===== config.mk =====
export PLATFORM = sky130hd
export DESIGN_NAME = cldm_top
export DESIGN_NICKNAME = d
export VERILOG_FILES = /design/src/rtl/cldm_pkg.sv /design/src/rtl/cldm_top.sv
export SDC_FILE = /design/constraint.sdc
export NUM_CORES = 2
export LEC_CHECK = 0
export CAP_MARGIN = 20
export CORE_MARGIN = 2
export CORE_UTILIZATION = 40
export CTS_CLUSTER_DIAMETER = 200
export DETAILED_ROUTE_END_ITERATION = 8
export DONT_BUFFER_PORTS = 1
export PLACE_DENSITY_LB_ADDON = 0.15
export SLEW_MARGIN = 0
export SYNTH_ARGS = -nofsm -noshare
export SYNTH_HDL_FRONTEND = slang
export SYNTH_SLANG_ARGS = --single-unit

===== constraint.sdc =====
create_clock -name clock -period 23.7 [get_ports clock]
set_input_delay 1.185 -clock clock [delete_from_list [all_inputs] [get_ports clock]]
set_output_delay 1.185 -clock clock [all_outputs]
set_load 0.1 [all_outputs]

===== src/rtl/cldm_pkg.sv =====
// constants for the closed-loop deviation monitor
package cldm_pkg;
    localparam int unsigned AW = 8;
    localparam logic [7:0] OFS_CTRL  = 8'h00;
    localparam logic [7:0] OFS_EPPR  = 8'h04;
    localparam logic [7:0] OFS_LIMIT = 8'h08;
    localparam logic [7:0] OFS_CREV  = 8'h0c;
    localparam logic [7:0] OFS_IPPR  = 8'h10;
    localparam logic [7:0] OFS_INUM  = 8'h14;
    localparam logic [7:0] OFS_IDEN  = 8'h18;
    localparam logic [7:0] OFS_ONUM  = 8'h1c;
    localparam logic [7:0] OFS_ODEN  = 8'h20;
    localparam logic [7:0] OFS_FWD   = 8'h24;
    localparam logic [7:0] OFS_REV   = 8'h28;
    localparam logic [7:0] OFS_ICNT  = 8'h2c;
    localparam logic [7:0] OFS_ECNT  = 8'h30;
    localparam logic [7:0] OFS_DEV   = 8'h34;
    localparam logic [7:0] OFS_STAT  = 8'h38;
    // control register fields
    localparam int unsigned C_MODE  = 0;
    localparam int unsigned C_INV   = 2;
    localparam int unsigned C_ZHIDE = 3;
    localparam int unsigned C_ZSRC  = 4;
    localparam int unsigned C_SOFT  = 5;
    localparam int unsigned C_DIV   = 8;
    localparam int unsigned C_FILT  = 12;
    localparam int unsigned C_CLR   = 16;
    // synchronised pin vector positions
    localparam int unsigned P_EB = 0;
    localparam int unsigned P_EA = 1;
    localparam int unsigned P_IB = 2;
    localparam int unsigned P_IA = 3;
    localparam int unsigned P_EZ = 4;
    localparam int unsigned P_IZ = 5;
    localparam logic [31:0] RST_CTRL  = 32'h0000_0000;
    localparam logic [31:0] RST_EPPR  = 32'h0000_1000;
    localparam logic [31:0] RST_LIMIT = 32'h0000_2710;
    localparam logic [31:0] RST_CREV  = 32'h0000_000a;
    localparam logic [31:0] RST_IPPR  = 32'h0000_1000;
    localparam logic [31:0] RST_GEAR  = 32'h0000_0001;
    localparam logic [31:0] RST_FWD   = 32'h7fff_ffff;
    localparam logic [31:0] RST_REV   = 32'h8000_0000;
    // internal steps with no external change before the loop fault
    localparam logic [15:0] STALL_STEPS = 16'h0400;
    localparam logic [1:0] MODE_GEAR2 = 2'h2;
    localparam logic [1:0] SOFT_NOW   = 2'h1;
    localparam logic [1:0] SOFT_HOMED = 2'h2;
    localparam logic [1:0] DIV_INHIB  = 2'h2;
endpackage : cldm_pkg


===== src/rtl/cldm_top.sv =====
// closed-loop deviation monitor with apb register file
`timescale 1ns/100ps
`default_nettype none
module cldm_top (
    input  wire logic        clock,
    input  wire logic        rst,
    input  wire logic        psel,
    input  wire logic        penable,
    input  wire logic        pwrite,
    input  wire logic [7:0]  paddr,
    input  wire logic [31:0] pwdata,
    output logic             pready,
    output logic [31:0]      prdata,
    output logic             pslverr,
    input  wire logic        int_a,
    input  wire logic        int_b,
    input  wire logic        int_z,
    input  wire logic        ext_a,
    input  wire logic        ext_b,
    input  wire logic        ext_z,
    input  wire logic        homing_done,
    output logic             probe_z,
    output logic             div_out_inhibit,
    output logic             deviation_excess_fault,
    output logic             closed_loop_fault,
    output logic             forward_overtravel_warning,
    output logic             reverse_overtravel_warning,
    output logic             soft_stop
);
    logic [5:0]  s1_r, s2_r, s3_r;
    logic [31:0] ctrl_r, ctrl_nxt, eppr_r, eppr_nxt, lim_r, lim_nxt, crev_r, crev_nxt;
    logic [31:0] ippr_r, ippr_nxt, inum_r, inum_nxt, iden_r, iden_nxt;
    logic [31:0] onum_r, onum_nxt, oden_r, oden_nxt, fwd_r, fwd_nxt, rev_r, rev_nxt;
    logic [31:0] icnt_r, icnt_nxt, ecnt_r, ecnt_nxt, mpos_r, mpos_nxt;
    logic [31:0] acc_r, acc_nxt, filt_r, filt_nxt, rp_r, rp_nxt, revs_r, revs_nxt;
    logic [31:0] prdata_nxt, num, den, dev, mag;
    logic [15:0] stall_r, stall_nxt;
    logic        pready_nxt, pslverr_nxt, homed_r, homed_nxt;
    logic        dfault_r, dfault_nxt, cfault_r, cfault_nxt, fw_r, fw_nxt, rw_r, rw_nxt;
    logic        stop_r, stop_nxt, pz_r, pz_nxt, div_r, div_nxt;
    logic        istep, iup, estep, eup, wr, clr, armed, clr_evt, rev_evt;
    logic [1:0]  mode, smode;
    logic        pready_r, pslverr_r;
    logic [31:0] prdata_r;

    assign pready                     = pready_r;
    assign prdata                     = prdata_r;
    assign pslverr                    = pslverr_r;
    assign probe_z                    = pz_r;
    assign div_out_inhibit            = div_r;
    assign deviation_excess_fault     = dfault_r;
    assign closed_loop_fault          = cfault_r;
    assign forward_overtravel_warning = fw_r;
    assign reverse_overtravel_warning = rw_r;
    assign soft_stop                  = stop_r;

    always_comb begin
        mode  = ctrl_r[cldm_pkg::C_MODE +: 2];
        smode = ctrl_r[cldm_pkg::C_SOFT +: 2];
        // quadrature: one edge per cycle, direction from previous a and current b
        istep = (s2_r[cldm_pkg::P_IA] ^ s3_r[cldm_pkg::P_IA])
              ^ (s2_r[cldm_pkg::P_IB] ^ s3_r[cldm_pkg::P_IB]);
        iup   = s3_r[cldm_pkg::P_IA] ^ s2_r[cldm_pkg::P_IB];
        estep = (s2_r[cldm_pkg::P_EA] ^ s3_r[cldm_pkg::P_EA])
              ^ (s2_r[cldm_pkg::P_EB] ^ s3_r[cldm_pkg::P_EB]);
        eup   = (s3_r[cldm_pkg::P_EA] ^ s2_r[cldm_pkg::P_EB]) ^ ctrl_r[cldm_pkg::C_INV];
        num   = (mode == cldm_pkg::MODE_GEAR2) ? onum_r : inum_r;
        den   = (mode == cldm_pkg::MODE_GEAR2) ? oden_r : iden_r;
        dev   = mpos_r - ecnt_r;
        mag   = filt_r[31] ? 32'h0 - filt_r : filt_r;
        wr    = psel & penable & pready_r & pwrite;
        clr   = wr && paddr == cldm_pkg::OFS_CTRL && pwdata[cldm_pkg::C_CLR];
        pready_nxt  = psel & penable & ~pready_r;
        pslverr_nxt = 1'b0;
        prdata_nxt  = 32'h0;
        ctrl_nxt = ctrl_r;
        eppr_nxt = eppr_r;
        lim_nxt  = lim_r;
        crev_nxt = crev_r;
        ippr_nxt = ippr_r;
        inum_nxt = inum_r;
        iden_nxt = iden_r;
        onum_nxt = onum_r;
        oden_nxt = oden_r;
        fwd_nxt  = fwd_r;
        rev_nxt  = rev_r;
        if (pready_nxt) begin
            case (paddr)
                cldm_pkg::OFS_CTRL:  prdata_nxt = {16'h0, ctrl_r[15:0]};
                cldm_pkg::OFS_EPPR:  prdata_nxt = eppr_r;
                cldm_pkg::OFS_LIMIT: prdata_nxt = lim_r;
                cldm_pkg::OFS_CREV:  prdata_nxt = crev_r;
                cldm_pkg::OFS_IPPR:  prdata_nxt = ippr_r;
                cldm_pkg::OFS_INUM:  prdata_nxt = inum_r;
                cldm_pkg::OFS_IDEN:  prdata_nxt = iden_r;
                cldm_pkg::OFS_ONUM:  prdata_nxt = onum_r;
                cldm_pkg::OFS_ODEN:  prdata_nxt = oden_r;
                cldm_pkg::OFS_FWD:   prdata_nxt = fwd_r;
                cldm_pkg::OFS_REV:   prdata_nxt = rev_r;
                cldm_pkg::OFS_ICNT:  prdata_nxt = icnt_r;
                cldm_pkg::OFS_ECNT:  prdata_nxt = ecnt_r;
                cldm_pkg::OFS_DEV:   prdata_nxt = filt_r;
                cldm_pkg::OFS_STAT:  prdata_nxt = {26'h0, homed_r, stop_r, rw_r, fw_r,
                                                   cfault_r, dfault_r};
                default:             pslverr_nxt = 1'b1;
            endcase
        end
        if (wr) begin
            case (paddr)
                cldm_pkg::OFS_CTRL:  ctrl_nxt = {16'h0, pwdata[15:0]};
                cldm_pkg::OFS_EPPR:  eppr_nxt = pwdata;
                cldm_pkg::OFS_LIMIT: lim_nxt  = pwdata;
                cldm_pkg::OFS_CREV:  crev_nxt = pwdata;
                cldm_pkg::OFS_IPPR:  ippr_nxt = pwdata;
                cldm_pkg::OFS_INUM:  inum_nxt = pwdata;
                cldm_pkg::OFS_IDEN:  iden_nxt = pwdata;
                cldm_pkg::OFS_ONUM:  onum_nxt = pwdata;
                cldm_pkg::OFS_ODEN:  oden_nxt = pwdata;
                cldm_pkg::OFS_FWD:   fwd_nxt  = pwdata;
                cldm_pkg::OFS_REV:   rev_nxt  = pwdata;
                default:             ctrl_nxt = ctrl_r;
            endcase
        end
        // counters and motor-side position through the gear
        icnt_nxt = istep ? (iup ? icnt_r + 32'h1 : icnt_r - 32'h1) : icnt_r;
        ecnt_nxt = estep ? (eup ? ecnt_r + 32'h1 : ecnt_r - 32'h1) : ecnt_r;
        acc_nxt  = istep ? (iup ? acc_r + num : acc_r - num) : acc_r;
        mpos_nxt = mpos_r;
        if (den != 32'h0 && $signed(acc_nxt) >= $signed(den)) begin
            acc_nxt  = acc_nxt - den;
            mpos_nxt = mpos_r + 32'h1;
        end else if (den != 32'h0 && $signed(acc_nxt) <= -$signed(den)) begin
            acc_nxt  = acc_nxt + den;
            mpos_nxt = mpos_r - 32'h1;
        end
        filt_nxt = filt_r + 32'($signed(dev - filt_r) >>> ctrl_r[cldm_pkg::C_FILT +: 4]);
        // revolution count from internal pulses
        rp_nxt   = istep ? rp_r + 32'h1 : rp_r;
        revs_nxt = revs_r;
        rev_evt  = istep && ippr_r != 32'h0 && rp_nxt >= ippr_r;
        if (rev_evt) begin
            rp_nxt   = 32'h0;
            revs_nxt = revs_r + 32'h1;
        end
        clr_evt = rev_evt && crev_r != 32'h0 && revs_nxt >= crev_r && !dfault_r;
        if (clr_evt) begin
            revs_nxt = 32'h0;
            mpos_nxt = ecnt_nxt;
            acc_nxt  = 32'h0;
            filt_nxt = 32'h0;
        end
        if (mode == 2'h0) begin
            mpos_nxt = ecnt_nxt;
            filt_nxt = 32'h0;
        end
        // faults: set wins over a software clear
        dfault_nxt = (dfault_r & ~clr) | (mode != 2'h0 && lim_r != 32'h0 && mag > lim_r);
        stall_nxt  = (estep || mode == 2'h0) ? 16'h0 : (istep ? stall_r + 16'h1 : stall_r);
        cfault_nxt = (cfault_r & ~clr) | (stall_r >= cldm_pkg::STALL_STEPS);
        // homing z source and divider inhibit
        pz_nxt  = ctrl_r[cldm_pkg::C_ZSRC]
                ? (s2_r[cldm_pkg::P_EZ] & ~ctrl_r[cldm_pkg::C_ZHIDE])
                : s2_r[cldm_pkg::P_IZ];
        div_nxt = ctrl_r[cldm_pkg::C_DIV +: 2] == cldm_pkg::DIV_INHIB;
        // software limit on the internal position
        homed_nxt = homed_r | homing_done;
        armed  = smode == cldm_pkg::SOFT_NOW
              || (smode == cldm_pkg::SOFT_HOMED && homed_r);
        fw_nxt = armed && $signed(icnt_r) > $signed(fwd_r);
        rw_nxt = armed && $signed(icnt_r) < $signed(rev_r);
        stop_nxt = fw_nxt | rw_nxt;
    end

    always_ff @(posedge clock or posedge rst) begin
        if (rst) begin
            s1_r      <= 6'h0;
            s2_r      <= 6'h0;
            s3_r      <= 6'h0;
            pready_r  <= 1'b0;
            pslverr_r <= 1'b0;
            prdata_r  <= 32'h0;
            ctrl_r    <= cldm_pkg::RST_CTRL;
            eppr_r    <= cldm_pkg::RST_EPPR;
            lim_r     <= cldm_pkg::RST_LIMIT;
            crev_r    <= cldm_pkg::RST_CREV;
            ippr_r    <= cldm_pkg::RST_IPPR;
            inum_r    <= cldm_pkg::RST_GEAR;
            iden_r    <= cldm_pkg::RST_GEAR;
            onum_r    <= cldm_pkg::RST_GEAR;
            oden_r    <= cldm_pkg::RST_GEAR;
            fwd_r     <= cldm_pkg::RST_FWD;
            rev_r     <= cldm_pkg::RST_REV;
            icnt_r    <= 32'h0;
            ecnt_r    <= 32'h0;
            mpos_r    <= 32'h0;
            acc_r     <= 32'h0;
            filt_r    <= 32'h0;
            rp_r      <= 32'h0;
            revs_r    <= 32'h0;
            stall_r   <= 16'h0;
            homed_r   <= 1'b0;
            dfault_r  <= 1'b0;
            cfault_r  <= 1'b0;
            fw_r      <= 1'b0;
            rw_r      <= 1'b0;
            stop_r    <= 1'b0;
            pz_r      <= 1'b0;
            div_r     <= 1'b0;
        end else begin
            s1_r      <= {int_z, ext_z, int_a, int_b, ext_a, ext_b};
            s2_r      <= s1_r;
            s3_r      <= s2_r;
            pready_r  <= pready_nxt;
            pslverr_r <= pslverr_nxt;
            prdata_r  <= prdata_nxt;
            ctrl_r    <= ctrl_nxt;
            eppr_r    <= eppr_nxt;
            lim_r     <= lim_nxt;
            crev_r    <= crev_nxt;
            ippr_r    <= ippr_nxt;
            inum_r    <= inum_nxt;
            iden_r    <= iden_nxt;
            onum_r    <= onum_nxt;
            oden_r    <= oden_nxt;
            fwd_r     <= fwd_nxt;
            rev_r     <= rev_nxt;
            icnt_r    <= icnt_nxt;
            ecnt_r    <= ecnt_nxt;
            mpos_r    <= mpos_nxt;
            acc_r     <= acc_nxt;
            filt_r    <= filt_nxt;
            rp_r      <= rp_nxt;
            revs_r    <= revs_nxt;
            stall_r   <= stall_nxt;
            homed_r   <= homed_nxt;
            dfault_r  <= dfault_nxt;
            cfault_r  <= cfault_nxt;
            fw_r      <= fw_nxt;
            rw_r      <= rw_nxt;
            stop_r    <= stop_nxt;
            pz_r      <= pz_nxt;
            div_r     <= div_nxt;
        end
    end
endmodule : cldm_top
`default_nettype wire


## After elaboration in Yosys (flattened, before gate mapping)

Index checks and enable logic that the tools add are counted.
W data, S select, Z words.

| storage, ports and cells | value |
|---|---|
| word-level logic and storage cells | 167 |
| output and inout bits | 41 |
| input bits | 52 |
| bits in registers | 634 |

| operators by class | value |
|---|---|
| add/sub/neg operators | 18 |
| reduce and logical (&&, ||, !) cells | 38 |
| shift operators | 1 |
| eq/ne operators | 18 |
| bitwise operators | 23 |
| $lt $le $gt $ge | 8 |
| mux-type cells | 28 |

Operator list:

| cell | number |
|---|---|
| $mux W32 | 22 |
| $pmux W32 S15 | 1 |
| $add A32 B1 Y32 const B | 5 |
| $reduce_bool A32 Y1 | 4 |
| $sub A32 B32 Y32 | 4 |
| $add A32 B32 Y32 | 3 |
| $ge A32 B32 Y1 | 3 |
| $sub A32 B1 Y32 const B | 3 |
| $gt A32 B32 Y1 | 2 |
| $eq A8 B6 Y1 const B | 7 |
| $eq A8 B5 Y1 const B | 4 |
| $le A32 B32 Y1 | 1 |
| $lt A32 B32 Y1 | 1 |
| $mux W16 | 2 |
| $neg A32 Y32 | 1 |
| $sshr A32 B4 Y32 | 1 |
| $sub A1 B32 Y32 const A | 1 |
| $reduce_and A2 Y1 | 11 |
| $add A16 B1 Y16 const B | 1 |
| $eq A8 B4 Y1 const B | 2 |
| $ge A16 B11 Y1 const B | 1 |
| $reduce_or A15 Y1 | 1 |
| $logic_and A1 B1 Y1 | 14 |
| $xor A1 B1 Y1 | 9 |
| other kinds (13) | 30 |

## Longest topological paths before layout

| logic depth | value |
|---|---|
| word-level depth | 11 |
| gate-level depth with buffers | 51 |
| gate-level depth less buffers | 41 |

## Worst setup path before layout

Ideal clock, no wire load.

| timing path | value |
|---|---|
| path type | register to register |
| from | register ctrl_r[1] |
| to | register mpos_r[30] |
| data arrival time | 11.113 ns |
| setup time | 0.120 ns |
| clock period less this slack | 11.234 ns |
| stages on the path, launching flop included | 50 |
| buffers on the path | 12 |
| required time | 23.580 ns |
| path slack | 12.466 ns |
| cells stage by stage | dfrtp_1 nor2b_1 buf_6 buf_8 buf_6 clkbuf_1 clkbuf_1 buf_1 clkbuf_1 mux2i_1 ha_1 nor2b_1 and3_1 nand4_1 or2_2 nand2_1 xor2_1 ha_1 (+14 left out) a21oi_1 or3_1 buf_4 buf_2 buf_2 ha_1 nor2b_1 o31a_1 o21ai_0 nand2b_1 a211o_1 a311oi_1 nor4_1 a2111oi_0 nor3_1 mux2_2 nand3_1 o211a_1 |

| between the ends | value |
|---|---|
| longest elaborated chain between the ends | 10 |
| elaborated cells on any way between the ends | 18 |
| those cells by class | add/sub: 3; order compare: 2; eq/ne: 1; mux: 7; reduce/logical: 5 |

RTL lines:

| element | line | text |
|---|---|---|
| from (decl) | cldm_top.sv:31 | `logic [31:0] ctrl_r, ctrl_nxt, eppr_r, eppr_nxt, lim_r, lim_nxt, crev_r, crev_nxt;` |
| from (signal assigned) | cldm_top.sv:182 | `ctrl_r <= cldm_pkg::RST_CTRL;` |
| from (signal assigned) | cldm_top.sv:216 | `ctrl_r <= ctrl_nxt;` |
| $eq A2 B2 Y1 | cldm_top.sv:67, cldm_top.sv:68 |  |
| $mux W32 | cldm_top.sv:67 | `num = (mode == cldm_pkg::MODE_GEAR2) ? onum_r : inum_r;` |
| $sub A32 B32 Y32 or $add A32 B32 Y32 (tied branches) | cldm_top.sv:127 | `acc_nxt = istep ? (iup ? acc_r + num : acc_r - num) : acc_r;` |
| $mux W32 (2 in series) | cldm_top.sv:127 |  |
| $ge A32 B32 Y1 | cldm_top.sv:129 | `if (den != 32'h0 && $signed(acc_nxt) >= $signed(den)) begin` |
| $logic_and A1 B1 Y1 | cldm_top.sv:129 |  |
| $mux W32 | cldm_top.sv:129 |  |
| $mux W32 | cldm_top.sv:146 | `if (clr_evt) begin` |
| $mux W32 | cldm_top.sv:152 | `if (mode == 2'h0) begin` |
| to (signal assigned) | cldm_top.sv:229 | `mpos_r <= mpos_nxt;` |
| to (decl) | cldm_top.sv:34 | `logic [31:0] icnt_r, icnt_nxt, ecnt_r, ecnt_nxt, mpos_r, mpos_nxt;` |

Several ways; a longest one is shown, not always the timed one.
A chain may end at the register's enable or synchronous reset.

## Worst setup path after layout

Same ends and word-level chain as after synthesis.

==> metrics.csv <==
metric,value,unit
p_per_area,130.1,nW/um2
fin_nets,5722,
cts_setup_buffers,0,
dr.pass1.iters,6,
status,finished clean,
ff2ff_setup_slack,12390,ps
die_w,353.4,um
gp_congestion,0.9459,
grt_usage,0.2795,
drc,0,
grt_pass1_wl,263900,um
cp_slowest_stage_delay,810,ps
syn_area,48820,um2
synth.net_count,5812,
synth_top_area_share,0.3019,
n_fill_cell,11970,
reg2regPathDepth,38,
layout_common_cells,"dfrtp_1 (589), ha_1 (445), nor2_1 (393), inv_1 (359)",
initial_core_util,0.4022,
synthFlopType,dfrtp_1,
max_freq,88.39,MHz
synth.area.top_cells,"dfrtp_1 (30%), ha_1 (11%), mux2_2 (8.1%)",
syn_area_per_cell,9.252,um2
antenna_found_initial,8,
io_pins,93,
static-leakage-power,24.46,nW
root_buffer,clkbuf_16,
place_area,50600,um2
hold_depth,0,
synth_edf_count,0,
crit_path_start_kind,flop,
skew,45.09,ps
hold_end,s2_r[1]$_DFF_PP0_,
final_core_util,0.4408,
drt_iter0_drc,3811,
post_cts_resized,0,
post-route-period-util,0.4773,
stdcell_area,53510,um2
required,24250,ps
yosys.cell_types.count,95,
crit_slowest_cell,a2111oi_0,
wire_per_inst,25.89,um
tns,0,ps
tightestPinTransition,1156,ps
area_growth,9.592,%
cts_sinks,634,
hp-start,s1_r[1]$_DFF_PP0_,
rr_endpoint,mpos_r[30]$_DFFE_PP0P_,
portBuffers,0,
reg2reg_from,ctrl_r[1]$_DFFE_PP0P_,
peakVddDrop,0.09670,mV
end_kind,flop,
cts_max_level,3,
hold_violations,0,
slew_headroom,0.2290,
cts_tree,done,
vias,41250,
grt-ovfl-total,0,
routed_wl,178100,um
hpwl,136200,um
grt_max_degree,117,
drive_above_1_share,0.1318,
synth_area_leader_cell,dfrtp_1,
cp.arrival,11860,ps
power,0.006962,W
hp-class,flop to flop,
die_y,353.4,um
crit_type,flop to flop,
path_clk_slew,60,ps
core.rowCount,128,
grt_setup_unrepaired,false,
syn_inst,5277,
drv_slew,0,
core,121400,um2
mostFrequentLayoutCell,dfrtp_1,
grt_pass1_vias,39220,
setup-violations-final,0,
ant_nets,0,
cts_hold_buf,0,
critPathMaxFanout,52,
synth_seq_cells,634,
max-cap-violations,0,
vias_per_cell,5.996,
synthArstFlopShare,1.000,
insertion_delay,670,ps
period_needed,11310,ps
cts_buffers,78,
yosysWarnings,0,
yosysSeqAreaShare,0.3261,
cts_max_path_buffers,3,
dieArea,124900,um2
==> worst max-delay path, delay by kind of cell (launching register included) <==
kind,cells,cell delay [ps]
xor gates and xnor gates,2,360
muxes,2,590
and+or+nand+nor,15,3300
buffers and inverters,2,960
adders and majority gates,4,1220
DFF,1,440
AOI/OAI and AO/OA,13,4250
==> per-layer routing <==
layer,share of wire,vias to the layer above,track usage,routed length (um)
li1,-,19060,-,-
met3,0.068,253,0.05018,12050
met1,0.44,20650,0.3837,78990
met4,0.034,2,0.08613,5992
met2,0.46,1290,0.4467,81070
met5,0.000090,-,0,16
==> synthesized netlist by cell type, drive strengths merged, types with 42 or more instances <==
cell    count
dfrtp     589
ha        445
nor2      409
inv       361
a21oi     350
mux2      350
nand2     291
o21ai     223
xnor2     222
clkbuf    171
a21o      151
xor2      122
mux2i     116
a22oi     100
nor3       97
nand3      94
nor2b      82
buf        79
nand4      77
a31oi      70
a211oi     58
o21a       57
nor4       55
and2       51
a221oi     48
o21bai     46
dfstp      45
and3       44
nand2b     43
a222oi     42
==> cells by family (layout without fill, tap and decap cells) <==
logic type | count (synthesis) | after routing | share of synthesized area
other cells | 0 | 4 | 0
buf+inv | 613 | 587 | 0.04833
simple gates | 1358 | 1358 | 0.1368
flops | 634 | 634 | 0.3261
mux | 476 | 476 | 0.1095
xor+xnor | 344 | 344 | 0.06171
fa+ha+maj | 483 | 483 | 0.1296
compound gates | 1369 | 1369 | 0.1880
==> metrics by stage <==
step / cells / setup slack, ps / hold WS, ps
global route: 6876 / 11580 / 355.7
global placement: 6728 / 12560 / 333.7
CTS: 6872 / 12450 / 349.1
detailed placement: 6728 / 12510 / 335.8
finish: 6880 / 12390 / 346.6
floorplan: 5277 / 4831 / 331.2
==> power by group <==
part           total, W  internal, W  switching [W]
Clock           0.00135     0.000833       0.000518
Combinational   0.00420      0.00173        0.00247
Sequential      0.00142      0.00121       0.000210
Total           0.00696      0.00377        0.00319
==> cell type report <==
cell class,instances,area [um2],share of cell area
diodes,4,10.01,0.0001871
inverters,363,1373,0.02565
repair buffers,80,605.6,0.01132
flip-flops and latches,634,15920,0.2976
clock buffers,107,2222,0.04153
multi-input cells,4030,30710,0.5739
well taps,1625,2033,0.03800
clock inverters,37,634.4,0.01186
==> worst max path at each step <==
stage / from / endpoint
detailed placement: ctrl_r[1]$_DFFE_PP0P_ / mpos_r[30]$_DFFE_PP0P_
CTS: ctrl_r[1]$_DFFE_PP0P_ / mpos_r[30]$_DFFE_PP0P_
global route: ctrl_r[1]$_DFFE_PP0P_ / mpos_r[30]$_DFFE_PP0P_
finish: ctrl_r[1]$_DFFE_PP0P_ / mpos_r[30]$_DFFE_PP0P_
floorplan: rst / acc_r[0]$_DFF_PP0_
global placement: ctrl_r[1]$_DFFE_PP0P_ / mpos_r[30]$_DFFE_PP0P_
Note: power is estimated with default switching activity, not from simulation.
